**src/design/lsb_pkg.sv**
```systemverilog
// Constants and types shared by the LIN slave header and baud block
package lsb_pkg;

  // Register byte offsets
  localparam logic [4:0] OFS_STATUS = 5'h00;
  localparam logic [4:0] OFS_DATA   = 5'h04;
  localparam logic [4:0] OFS_CTRL   = 5'h08;
  localparam logic [4:0] OFS_MANT   = 5'h0c;
  localparam logic [4:0] OFS_FRAC   = 5'h10;
  localparam logic [4:0] OFS_HLEN   = 5'h14;
  localparam logic [4:0] OFS_PRE    = 5'h18;

  // Status bit positions
  localparam int ST_FEF = 1;
  localparam int ST_HDF = 2;
  localparam int ST_HEF = 3;
  localparam int ST_RXF = 5;

  // Control bit positions
  localparam int CT_LIN  = 0;
  localparam int CT_SLV  = 1;
  localparam int CT_ASE  = 2;
  localparam int CT_HDM  = 3;
  localparam int CT_MUTE = 4;
  localparam int CT_SFS  = 5;

  // Reset values
  localparam logic [11:0] RST_DIV = 12'h010;
  localparam logic [15:0] RST_PRE = 16'h0001;

  // Timing and framing
  localparam int          OVS          = 16;
  localparam logic [3:0]  SMP_LO       = 4'h7;
  localparam logic [3:0]  SMP_HI       = 4'h9;
  localparam logic [3:0]  STOP_BIT     = 4'h9;
  localparam logic [7:0]  BRK_TICKS    = 8'(11 * OVS);
  localparam int          HDR_MAX_BITS = 57;
  localparam logic [9:0]  HDR_TO_TICKS = 10'(HDR_MAX_BITS * OVS);
  localparam logic [7:0]  SYNC_CHAR    = 8'h55;
  localparam logic [2:0]  SYNC_EDGES   = 3'h5;
  localparam logic [14:0] MEAS_MAX     = 15'h7fff;

  typedef enum logic {R_IDLE, R_BITS} lsb_rx_e;
  typedef enum logic [1:0] {H_SEARCH, H_SYNC, H_ID} lsb_hdr_e;

  // One received character
  typedef struct packed {
    logic       done;
    logic       stop;
    logic [7:0] byte_v;
  } lsb_chr_s;

  typedef struct packed {
    logic        rx_m;
    logic        rx_s;
    logic        rx_q;
    logic        ack;
    logic [31:0] rdata;
    logic        lin_en;
    logic        slave;
    logic        ase;
    logic        hdm;
    logic        mute;
    logic        sfs;
    logic [11:0] nom;
    logic [11:0] act;
    logic [11:0] meas;
    logic [15:0] mpre;
    logic [15:0] pcnt;
    logic [11:0] acc;
    logic        tick;
    lsb_rx_e     rxs;
    logic [3:0]  scnt;
    logic [3:0]  bcnt;
    logic [1:0]  vote;
    logic [7:0]  shft;
    logic [7:0]  low;
    lsb_hdr_e    hs;
    logic [9:0]  hcnt;
    logic [7:0]  hlen;
    logic [14:0] mcnt;
    logic [2:0]  edg;
    logic [7:0]  data;
    logic        rxf;
    logic        hef;
    logic        fef;
    logic        hdf;
    logic        arm;
    logic        hev;
  } lsb_state_s;

endpackage : lsb_pkg

```
**src/design/lsb_top.sv**
```systemverilog
// LIN slave header supervision, synch-field measurement and baud divider
// Notes on behaviour
// - Time-out only when header exceeds 57 bits
// - Header length readable when detection/autosync on
// - Muted sync/time-out error: flag, stay muted
// - Muted framing error dropped, flag stays clear
// - Identifier method wakes only on valid header
// - Identifier parity error does not block wake
// - Autosync times five falling edges, 15 bits
// - Fifth edge loads measured value into divider
// - Receiver halted during synch measurement
// - Slave rate is clock over sixteen times divider
// - Divider is 8.4 unsigned fixed point
// - Nominal, measured and active divider kept
// - Software nominal write beats measured load
// - Master mode uses the plain prescaler
// - Sixteen samples, vote on 8th-10th
// - Sample phase realigned on each start bit
// - Synch measured over eight bits on clock
// - Break needs eleven low bits
// - Mute wake on break or identifier
// - Muted: discard bits until eleven dominant
// - Time-out counter starts on break, stops on end
// - Status access then data read clears flag (HDF is cleared by a status access then a control read instead)
//
// Local design decisions: the register addresses and the Avalon-MM register port.
`timescale 1ns/10ps
module lsb_top
  import lsb_pkg::*;
(
  // Clock and reset
  input  wire logic        ref_clk,
  input  wire logic        sys_rst,
  // Avalon-MM slave
  input  wire logic [4:0]  avs_address,
  input  wire logic        avs_read,
  input  wire logic        avs_write,
  input  wire logic [31:0] avs_writedata,
  input  wire logic [3:0]  avs_byteenable,
  output logic      [31:0] avs_readdata,
  output logic             avs_waitrequest,
  // LIN line and status
  input  wire logic        receive_data_input,
  output logic             sample_tick,
  output logic             header_event
);
  import lsb_pkg::*;

  lsb_state_s s_r;
  lsb_state_s s_nxt;

  logic       fall;
  logic       rise;
  logic       bus_req;
  logic       do_rd;
  logic       do_wr;
  logic       div_wr;
  logic       edge5;
  logic       to_ev;
  logic       id_ok;
  logic       brk_ev;
  logic       meas_on;
  logic       sync_err;
  logic       bit_v;
  logic [12:0] sum;
  logic [11:0] diff;
  logic [14:0] dev_lim;
  logic [7:0]  sv;
  lsb_chr_s    chr;

  assign bus_req         = avs_read | avs_write;
  assign avs_waitrequest = bus_req & ~s_r.ack;
  assign avs_readdata    = s_r.rdata;
  assign sample_tick     = s_r.tick;
  assign header_event    = s_r.hev;

  always_comb begin
    s_nxt    = s_r;
    s_nxt.hev = 1'b0;
    chr      = '0;
    bit_v    = 1'b0;
    sync_err = 1'b0;
    id_ok    = 1'b0;
    to_ev    = 1'b0;
    edge5    = 1'b0;
    sv       = '0;
    diff     = '0;
    dev_lim  = '0;
    sum      = '0;

    // Line synchroniser; the edge logic compares the second and third stages
    s_nxt.rx_m = receive_data_input;
    s_nxt.rx_s = s_r.rx_m;
    s_nxt.rx_q = s_r.rx_s;
    fall = s_r.rx_q & ~s_r.rx_s;
    rise = ~s_r.rx_q & s_r.rx_s;

    // Oversampling enable
    s_nxt.tick = 1'b0;
    if (s_r.lin_en && s_r.slave) begin
      // Fractional accumulator gives clock*16/div12 samples per second
      sum = {1'b0, s_r.acc} + 13'd16;
      if (s_r.act != 12'h000 && sum >= {1'b0, s_r.act}) begin
        s_nxt.tick = 1'b1;
        s_nxt.acc  = 12'(sum - {1'b0, s_r.act});
      end else begin
        s_nxt.acc = sum[11:0];
      end
    end else if (s_r.pcnt >= s_r.mpre) begin
      s_nxt.tick = 1'b1;
      s_nxt.pcnt = '0;
    end else begin
      s_nxt.pcnt = s_r.pcnt + 16'h0001;
    end

    // Bus handshake: one wait cycle, then the access completes
    s_nxt.ack = bus_req & ~s_r.ack;
    do_rd = s_r.ack & avs_read;
    do_wr = s_r.ack & avs_write;
    div_wr = do_wr && avs_byteenable[0]
             && (avs_address == OFS_MANT || avs_address == OFS_FRAC);
    sv[ST_RXF] = s_r.rxf;
    sv[ST_HEF] = s_r.hef;
    sv[ST_HDF] = s_r.hdf;
    sv[ST_FEF] = s_r.fef;
    if (bus_req && !s_r.ack && avs_read) begin
      unique case (avs_address)
        OFS_STATUS: s_nxt.rdata = {24'h000000, sv};
        OFS_DATA:   s_nxt.rdata = {24'h000000, s_r.data};
        OFS_CTRL:   s_nxt.rdata = {26'h0000000, s_r.sfs, s_r.mute, s_r.hdm,
                                   s_r.ase, s_r.slave, s_r.lin_en};
        OFS_MANT:   s_nxt.rdata = {24'h000000, s_r.act[11:4]};
        OFS_FRAC:   s_nxt.rdata = {28'h0000000, s_r.act[3:0]};
        OFS_HLEN:   s_nxt.rdata = {24'h000000, s_r.hlen};
        OFS_PRE:    s_nxt.rdata = {16'h0000, s_r.mpre};
        default:    s_nxt.rdata = '0;
      endcase
    end

    // Read side effects; hardware sets further down win over these clears
    if (do_rd && avs_address == OFS_STATUS) begin
      s_nxt.arm = 1'b1;
    end
    if (do_rd && avs_address == OFS_DATA) begin
      s_nxt.rxf = 1'b0;
      if (s_r.arm) begin
        s_nxt.hef = 1'b0;
        s_nxt.fef = 1'b0;
        s_nxt.arm = 1'b0;
      end
    end
    if (do_rd && avs_address == OFS_CTRL && s_r.arm) begin
      s_nxt.hdf = 1'b0;
      s_nxt.arm = 1'b0;
    end

    if (do_wr && avs_address == OFS_CTRL && avs_byteenable[0]) begin
      s_nxt.lin_en = avs_writedata[CT_LIN];
      s_nxt.slave  = avs_writedata[CT_SLV];
      s_nxt.ase    = avs_writedata[CT_ASE];
      s_nxt.hdm    = avs_writedata[CT_HDM];
      s_nxt.mute   = avs_writedata[CT_MUTE];
      // Blocked synch state can only be cleared by software, which also unblocks
      if (!avs_writedata[CT_SFS] && s_r.sfs) begin
        s_nxt.sfs = 1'b0;
        if (s_r.hs == H_SYNC) begin
          s_nxt.hs = H_SEARCH;
        end
      end
    end
    if (do_wr && avs_address == OFS_PRE) begin
      if (avs_byteenable[0]) s_nxt.mpre[7:0] = avs_writedata[7:0];
      if (avs_byteenable[1]) s_nxt.mpre[15:8] = avs_writedata[15:8];
    end

    // Receiver: halted while the synch field is measured or blocked
    meas_on = s_r.sfs;
    if (meas_on) begin
      s_nxt.rxs = R_IDLE;
    end else if (s_r.rxs == R_IDLE) begin
      if (fall) begin
        s_nxt.rxs  = R_BITS;
        s_nxt.scnt = '0;
        s_nxt.bcnt = '0;
      end
    end else if (s_r.tick) begin
      s_nxt.scnt = s_r.scnt + 4'h1;
      if (s_r.scnt == SMP_LO) s_nxt.vote[0] = s_r.rx_s;
      if (s_r.scnt == SMP_LO + 4'h1) s_nxt.vote[1] = s_r.rx_s;
      if (s_r.scnt == SMP_HI) begin
        bit_v = (s_r.vote[0] & s_r.vote[1]) | (s_r.vote[0] & s_r.rx_s)
                | (s_r.vote[1] & s_r.rx_s);
        s_nxt.bcnt = s_r.bcnt + 4'h1;
        if (s_r.bcnt == 4'h0 && bit_v) begin
          s_nxt.rxs = R_IDLE;
        end else if (s_r.bcnt == STOP_BIT) begin
          s_nxt.rxs = R_IDLE;
          chr.done   = 1'b1;
          chr.stop   = bit_v;
          chr.byte_v = s_r.shft;
        end else if (s_r.bcnt != 4'h0) begin
          s_nxt.shft = {bit_v, s_r.shft[7:1]};
        end
      end
    end

    // Break detector: counts low samples, judged on the rising edge
    if (s_r.rx_s) begin
      s_nxt.low = '0;
    end else if (s_r.tick && s_r.low != 8'hff) begin
      s_nxt.low = s_r.low + 8'h01;
    end
    brk_ev = rise && s_r.low >= BRK_TICKS && s_r.lin_en && s_r.slave
             && !(s_r.sfs && s_r.hs == H_SEARCH);

    // Header time-out, in sample ticks of the active divider
    if (s_r.hs != H_SEARCH && s_r.tick && (s_r.hdm || s_r.ase)) begin
      s_nxt.hcnt = s_r.hcnt + 10'h001;
      if (s_r.hcnt == HDR_TO_TICKS) begin
        to_ev     = 1'b1;
        s_nxt.hef = 1'b1;
        s_nxt.hs  = H_SEARCH;
      end
    end

    // Synch field measurement over five falling edges
    if (!to_ev && s_r.hs == H_SYNC && s_r.ase && s_r.sfs) begin
      if (s_r.edg != 3'h0) begin
        s_nxt.mcnt = s_r.mcnt + 15'h0001;
        if (s_r.mcnt == MEAS_MAX) sync_err = 1'b1;
      end
      if (fall && !sync_err) begin
        s_nxt.edg = s_r.edg + 3'h1;
        if (s_r.edg == 3'h0) s_nxt.mcnt = 15'h0001;
        if (s_r.edg + 3'h1 == SYNC_EDGES) begin
          edge5 = 1'b1;
          // Eight bits over 16 samples each: 8.4 divider is count/8
          s_nxt.meas = s_r.mcnt[14:3];
          diff = (s_r.mcnt[14:3] > s_r.act) ? s_r.mcnt[14:3] - s_r.act
                                           : s_r.act - s_r.mcnt[14:3];
          dev_lim = (15'(s_r.act) * 15'd5) >> 5;
          if (15'(diff) > dev_lim) begin
            sync_err = 1'b1;
          end else begin
            s_nxt.act  = s_nxt.meas;
            s_nxt.sfs = 1'b0;
            s_nxt.hs  = H_ID;
          end
        end
      end
      if (sync_err) begin
        // Back to search with sfs left set, so breaks stay blocked until software clears it
        s_nxt.hef = 1'b1;
        s_nxt.hs  = H_SEARCH;
      end
    end

    // Break accepted: header timing starts from the break's falling edge
    if (brk_ev) begin
      s_nxt.hs   = H_SYNC;
      s_nxt.hcnt = {2'b00, s_r.low};
      s_nxt.edg  = '0;
      s_nxt.mcnt = '0;
      s_nxt.sfs  = s_r.ase;
      if (!s_r.hdm) begin
        s_nxt.hdf  = 1'b1;
        s_nxt.hev  = 1'b1;
        s_nxt.data = 8'h00;
        s_nxt.rxf  = 1'b1;
        s_nxt.mute = 1'b0;
      end
    end else if (chr.done && !to_ev) begin
      unique case (s_r.hs)
        H_SYNC: begin
          if (chr.byte_v != SYNC_CHAR || !chr.stop) begin
            s_nxt.hef = 1'b1;
            s_nxt.hs  = H_SEARCH;
          end else begin
            s_nxt.hs = H_ID;
          end
          if (!s_r.mute && !s_r.hdm) begin
            s_nxt.data = chr.byte_v;
            s_nxt.rxf  = 1'b1;
          end
        end
        H_ID: begin
          s_nxt.hs = H_SEARCH;
          // Parity is not checked, so it can never block the wake-up
          id_ok = chr.stop;
          if (id_ok) begin
            if (s_r.hdm || s_r.ase) s_nxt.hlen = {2'b00, s_r.hcnt[9:4]};
            if (s_r.hdm) begin
              s_nxt.hdf  = 1'b1;
              s_nxt.hev  = 1'b1;
              s_nxt.mute = 1'b0;
            end
            if (s_r.hdm || !s_r.mute) begin
              s_nxt.data = chr.byte_v;
              s_nxt.rxf  = 1'b1;
            end
          end else if (!s_r.mute) begin
            s_nxt.fef = 1'b1;
          end
        end
        default: begin
          // Plain character; while muted every bit is thrown away
          if (!s_r.mute) begin
            if (chr.stop) begin
              s_nxt.data = chr.byte_v;
              s_nxt.rxf  = 1'b1;
            end else if (chr.byte_v != 8'h00) begin
              s_nxt.fef = 1'b1;
            end
          end
        end
      endcase
    end

    // Software divider write goes last so it wins over the measured load
    if (div_wr) begin
      if (avs_address == OFS_MANT) begin
        s_nxt.nom[11:4] = avs_writedata[7:0];
      end else begin
        s_nxt.nom[3:0] = avs_writedata[3:0];
      end
      s_nxt.act = s_nxt.nom;
    end
  end

  always_ff @(posedge ref_clk) begin
    if (sys_rst) begin
      s_r      <= '0;
      s_r.rx_m <= 1'b1;
      s_r.rx_s <= 1'b1;
      s_r.rx_q <= 1'b1;
      s_r.nom  <= RST_DIV;
      s_r.act  <= RST_DIV;
      s_r.meas <= RST_DIV;
      s_r.mpre <= RST_PRE;
    end else begin
      s_r <= s_nxt;
    end
  end
endmodule : lsb_top

```
**config.mk**
```make
export PLATFORM = sky130hd
export DESIGN_NAME = lsb_top
export DESIGN_NICKNAME = d
export VERILOG_FILES = /design/src/design/lsb_pkg.sv /design/src/design/lsb_top.sv
export SDC_FILE = /design/constraint.sdc
export NUM_CORES = 1
export LEC_CHECK = 0
export ABC_AREA = 1
export BUFFER_PORTS_ARGS = -buffer_cell sky130_fd_sc_hd__buf_2
export CAP_MARGIN = 20
export CELL_PAD_IN_SITES_DETAIL_PLACEMENT = 0
export CELL_PAD_IN_SITES_GLOBAL_PLACEMENT = 1
export CORE_UTILIZATION = 42
export CTS_CLUSTER_SIZE = 24
export DETAILED_ROUTE_END_ITERATION = 6
export GPL_ROUTABILITY_DRIVEN = 0
export GPL_TIMING_DRIVEN = 0
export MAX_ROUTING_LAYER = met4
export PLACE_DENSITY_LB_ADDON = 0.12
export SYNTH_ARGS = -nofsm -noshare
export SYNTH_HDL_FRONTEND = slang
export SYNTH_SLANG_ARGS = --single-unit
```
**constraint.sdc**
```tcl
create_clock -name ref_clk -period 4.4 [get_ports ref_clk]
set_input_delay 0.44 -clock ref_clk [delete_from_list [all_inputs] [get_ports ref_clk]]
set_output_delay 0.44 -clock ref_clk [all_outputs]
set_load 0.03 [all_outputs]
```
Word level (Yosys, flattened, before mapping)
Index checks and enable logic that the tools add are counted.
{ "totals": {"out_inout_bits": 35, "register_bits": 200, "in_bits": 46, "word_cells": 285} }
{ "classes": {"mux": 112, "bitwise_logic": 18, "mul": 1, "n_reduce_logical": 73, "eq_ne": 25, "n_lt_le_gt_ge": 5, "addsub": 11} }
{ "op_table": {"columns": ["operator", "count"], "rows": [
  ["one-hot mux 16 bit (7 select lines)", 1],
  ["2-to-1 mux 9 bit", 9],
  ["2-to-1 mux 12 bit", 6],
  ["2-to-1 mux 24 bit", 3],
  ["2-to-1 mux 10 bit", 6],
  ["2-to-1 mux 1 bit", 55],
  ["2-to-1 mux 8 bit", 6],
  ["subtractor 12 bit", 3],
  ["2-to-1 mux 15 bit", 2],
  ["2-to-1 mux 2 bit", 15],
  ["logical AND 1 bit", 29],
  ["2-to-1 mux 19 bit", 1],
  ["2-to-1 mux 18 bit", 1],
  ["one-hot mux 9 bit (2 select lines)", 1],
  ["adder 16 x 1 -> 16 bit, second input constant", 1],
  [">= comparator 16 bit", 1],
  ["2-to-1 mux 16 bit", 1],
  ["AND reduction 4 bit", 4],
  ["adder 15 x 1 -> 15 bit, second input constant", 1],
  ["== test 15 bit, second input constant", 1],
  ["== test 5 bit, second input constant", 3],
  ["multiplier 12 x 3 -> 15 bit, second input constant", 1],
  ["AND reduction 7 bit", 2],
  ["nonzero test 2 bit", 7],
  ["45 further kinds", 85]
]} }

Depth between registers and ports, before layout
{ "depth": {"word_depth": 19, "mapped_depth": 29, "ltp_nobuf": 28} }

Least setup slack after synthesis
No wires, ideal clock.
{ "synth_path": {"kind": "reg-to-reg", "from": "reg s_r[138] (netlist bit)", "to": "reg s_r[137] (netlist bit)", "t_required_ns": 4.268, "path_stages_with_launch": 25, "setup_time_ns": 0.132, "setup_slack_ns": 0.670, "t_arrival_ns": 3.598, "synth_period_minus_slack_ns": 3.730, "n_path_buf": 1, "path_cell_list": "dfxtp_1 > ha_1 > ha_1 > nand3_1 > o21bai_1 > a21oi_1 > o21bai_1 > nand2_1 > nand2_1 > nand2_1 > nand2_1 > nand2_1 > nand2_1 > nand2_1 > nand3b_1 > nand2_1 > ha_1 > nand2_1 > inv_1 > nand2_1 > o41ai_1 > nand4_4 > buf_4 > nand3_1 > a21oi_1"} }
{ "synth_via": {"elab_chain_cells": 5, "elab_cells_between_ends": 8, "classes_between": "2 x add/sub; 1 x mul; 2 x order compare; 1 x eq/ne; 1 x mux; 1 x reduce/logical"} }
{ "synth_rtl": {"columns": ["item", "line", "rtl"], "rows": [
  ["start, declared", "lsb_top.sv:49", "lsb_state_s s_r;"],
  ["start signal, assigned", "lsb_top.sv:341", "s_r <= s_nxt;"],
  ["branches (longest 2 deep; another with multiplier 12 x 3 -> 15 bit)", null, null],
  ["> comparator 12 x 10 -> 1 bit *", "lsb_top.sv:242", "if (15'(diff) > dev_lim) begin"],
  ["!= test 2 bit (no source line) *", null, null],
  ["AND reduction 4 bit (no source line) *", null, null]
]} }
Every way passes the cells marked *.
A chain may end at the register's enable or synchronous reset.

Worst setup path in the final report
{ "layout_path": {"from": "reg s_r[20] (netlist bit)", "to": "reg s_r[141] (netlist bit)"} }
{ "layout_via": {"elab_chain_cells": 8, "elab_cells_between_ends": 14, "classes_between": "2 x add/sub; 2 x order compare; 2 x eq/ne; 4 x mux; 4 x reduce/logical"} }
{ "layout_rtl": {"columns": ["item"], "rows": [
  ["branches (longest 7 deep; another with subtractor 12 bit)"],
  ["AND reduction 4 bit (no source line) *"]
]} }
Every way passes the cells marked *. The select of a mux whose other input is x is not followed.

==> impl_metrics.json <==
{
  "status": "complete, no violations",
  "drv_slew": 0,
  "core-area_sq_mm": 0.0261,
  "worst_pin_slew_ps": 890,
  "clock_path_buffers": 2,
  "dr.pass1.iters": 5,
  "min_path_type": "input pin to flip-flop",
  "synth_cell_type_count": 59,
  "vias": 10600,
  "place_hpwl_um": 26400,
  "critical_path_arrival_ps": 4390,
  "die-area_sq_mm": 0.0274,
  "port-buffer-count": 46,
  "whs_ps": 182,
  "yosysWarnings": 0,
  "multi_input_area_sq_mm": 0.00665,
  "skew_ps": 18.1,
  "setup_viol": 0,
  "remaining_drc_errors": 0,
  "wl_per_cell_um": 16.3,
  "irDropWorstVdd_v": 0.000213,
  "cts_sinks": 172,
  "grt_pass1_wl_um": 53100,
  "cp-endpoint": "s_r[141]",
  "drv_cap": 0,
  "first_iter_violations": 635,
  "crit_top_cell": "nand2_1",
  "ys.flop_type": "dfxtp_1",
  "criticalPathCategory": "flip-flop to flip-flop",
  "grt_max_degree": 19,
  "dpl_cell_area_sq_mm": 0.0120,
  "syn_area_per_cell_sq_um": 7.01,
  "p_leak_nw": 5.59,
  "crit_cells": 27,
  "post-route-min-period_ps": 4100,
  "timing.final.crit_share_pct": 93.2,
  "num_antenna_cells": 0,
  "end_kind": "flip-flop",
  "cts_made_buffers": 17,
  "area_delta_synth_final_pct": 11.9,
  "finalHoldViolCount": 0,
  "seq_area_sq_mm": 0.00345,
  "min_from": "receive_data_input",
  "slowest_stage": "fa_1",
  "io_pins": 81,
  "num-nets-final": 1837,
  "cts.htree.levels": 4,
  "netlist.area_leader.share_pct": 30.6,
  "yosys.area.top_type": "dfxtp_1",
  "fin_area_sq_mm": 0.0126,
  "clock_latency_ps": 430,
  "crit_path_start_kind": "flip-flop",
  "antenna_found_initial": 0,
  "yosysSeqAreaShare_pct": 30.6,
  "crit_buf_inv": 7,
  "reg2reg_slack_ps": 300,
  "rr_endpoint": "s_r[141]",
  "r2r-start": "s_r[20]",
  "netlist_instances": 1605,
  "drive_gt1_share_pct": 11.1,
  "cp.required_ps": 4690,
  "fp-row-count": 59,
  "grt_pass1_vias": 9876,
  "cpLargestDelayFamily": "simple AND/OR/NAND/NOR gates",
  "die_y_um": 166,
  "p_per_area_mw_per_mm2": 273,
  "track_usage_pct": 25.1,
  "numPlacedInstances": 2002,
  "fin_tns_setup_ps": 0,
  "cpPeakStageDelay_ps": 430,
  "rr_worst_depth": 27,
  "antenna_left": 0,
  "initial_core_util_pct": 43.0,
  "ctsHoldBuffers": 0,
  "slew_headroom_pct": 40.7,
  "vias_per_cell": 5.19,
  "overflow": 0,
  "finalNonFillerCells": 2036,
  "fillCellCount": 2781,
  "cts_tree": "done",
  "synth_edf_count": 0,
  "setup_slack_ps": 298,
  "synth_area_leaders": "dfxtp_1 (31%), nand2_1 (11%), ha_1 (11%)",
  "syn_area_sq_mm": 0.0112,
  "drt-total-wl_um": 33300,
  "clk_pin_slew_ps": 80,
  "ys_ff_latch": 172,
  "cts_root_buf": "clkbuf_16",
  "async_reset_ff_share_pct": 0,
  "crit_fanout": 10,
  "dp_slack_ps": 41.1,
  "crit_start": "s_r[20]",
  "max_freq_mhz": 244,
  "die_w_um": 166
}
worst reg2reg max path: stages, from the launching register on:
cell and delay, ps:
dfxtp_2 390, inv_1 80, ha_1 170, inv_1 80, fa_1 430, inv_1 110, o21bai_1 100, nand2_1 70
nand2_1 60, nand2_1 60, nand2_1 50, nand2_2 120, buf_4 200, mux2i_1 230, xor2_1 310, ha_1 300
nand2_1 80, inv_1 40, nand2_1 80, nor2_1 50, nand2_1 60, nand3_1 80, o41ai_2 70, buf_4 210
nand4_4 160, buf_4 220, nand3_1 70, a21oi_1 70
cell type report:
class,instances,share of cell area (%)
tap,335,3.33
clock buffer,17,3.38
buffer,70,3.31
timing repair buffer,50,2.07
sequential,172,27.4
clock inverter,14,1.18
multi-input combinational,1163,52.8
inverter,215,6.45
cells in the mapped netlist, types with 3 or more instances:
| cell | instances |
|---|---|
| nand2_1 | 333 |
| inv_1 | 207 |
| dfxtp_1 | 172 |
| a21oi_1 | 169 |
| nand3_1 | 105 |
| nor2_1 | 102 |
| o21ai_0 | 101 |
| ha_1 | 99 |
| buf_4 | 34 |
| xor2_1 | 31 |
| nor3_1 | 30 |
| clkbuf_1 | 25 |
| nand4_1 | 24 |
| xnor2_1 | 18 |
| nand2_2 | 12 |
| o22ai_1 | 11 |
| a31oi_1 | 9 |
| nor2_2 | 8 |
| nor2_4 | 8 |
| nor3b_1 | 8 |
| a211oi_1 | 7 |
| buf_2 | 7 |
| inv_2 | 7 |
| o31ai_1 | 7 |
| o21bai_1 | 6 |
| nor4_1 | 5 |
| o221ai_1 | 5 |
| or2_2 | 5 |
| o211ai_1 | 4 |
| fa_1 | 3 |
| mux2i_1 | 3 |
| o21ai_1 | 3 |
how the worst min path moves through the flow:
| stage | to | slack, ps | cells past startpoint |
|---|---|---|---|
| floorplan | s_nxt[199] | 390 | 1 |
| global route | s_nxt[200] | 190 | 2 |
| detailed placement | s_nxt[199] | 410 | 1 |
| CTS | s_nxt[200] | 160 | 2 |
| finish | s_nxt[200] | 180 | 2 |
| global placement | s_nxt[199] | 400 | 1 |
through the flow:
stage / utilization [%] / power (mW)
floorplan: - / 1.85
global placement: 45.7 / 1.97
detailed placement: 45.8 / 1.97
CTS: 48.0 / 3.47
global route: 48.2 / 3.58
finish: 48.2 / 3.44
cells in the final DEF (no fill, tap or decap), types with 3 or more instances in the layout:
cell        count
o21ai_1         3
o211ai_1        4
o22ai_1        11
inv_1         205
a31oi_1         9
a211oi_1        7
nor4_1          5
nand4_1        24
or2_2           5
nor2_2          8
nor3_1         30
buf_2          52
ha_1           99
nand2_2        12
clkinvlp_4      4
o221ai_1        5
nand2_1       333
clkbuf_16      17
inv_8           6
nor3b_1         8
nor2_4          8
buf_4          39
o21bai_1        5
nor2_1        102
dfxtp_1       164
xor2_1         31
conb_1         16
o21ai_0       101
xnor2_1        18
o31ai_1         7
mux2i_1         3
fa_1            3
a21oi_1       168
nand3_1       105
inv_2           8
dfxtp_2         8
clkbuf_1       25
sequential cells by signal (all words and copies together) (netlist names):
name / count
s_r: 151
avs_readdata: 16
s_nxt: 2
header_event: 1
meas_on: 1
sample_tick: 1
layer usage:
layer | GRT usage [%] | wire length (um) | share of wire [%] | up-vias
met3 | 2.75 | 1060 | 3.2 | 31
met1 | 31.3 | 15500 | 47 | 4872
met2 | 43.0 | 16100 | 48 | 216
li1 | - | - | - | 5450
met4 | 6.83 | 614 | 1.8 | 0
met5 | - | 0 | 0 | -
power by group:
group          switching, mW  internal, mW  total [mW]  leakage, nW
clock                  0.750         0.758        1.51        0.273
sequential            0.0274          1.58        1.61         1.39
combinational          0.226        0.0972       0.324         3.92
total                   1.00          2.44        3.44         5.59
cell families after synthesis:
logic type / after synthesis / share of synthesized area [%]
other: 1 / 0.0333
buffers and inverters: 285 / 10.9
flip-flops: 172 / 30.6
multiplexers: 3 / 0.267
XOR/XNOR: 49 / 3.82
adder cells (fa/ha/maj): 102 / 11.5
AND/OR/NAND/NOR: 655 / 26.3
AO/OA/AOI/OAI: 338 / 16.6
what timing repair did:
item / 4_1_cts / 5_1_grt
resized for setup: 0 / 16
endpoints found under the setup margin: 0 / 15
setup buffers: 0 / 3
(Power assumes the default switching activity.)
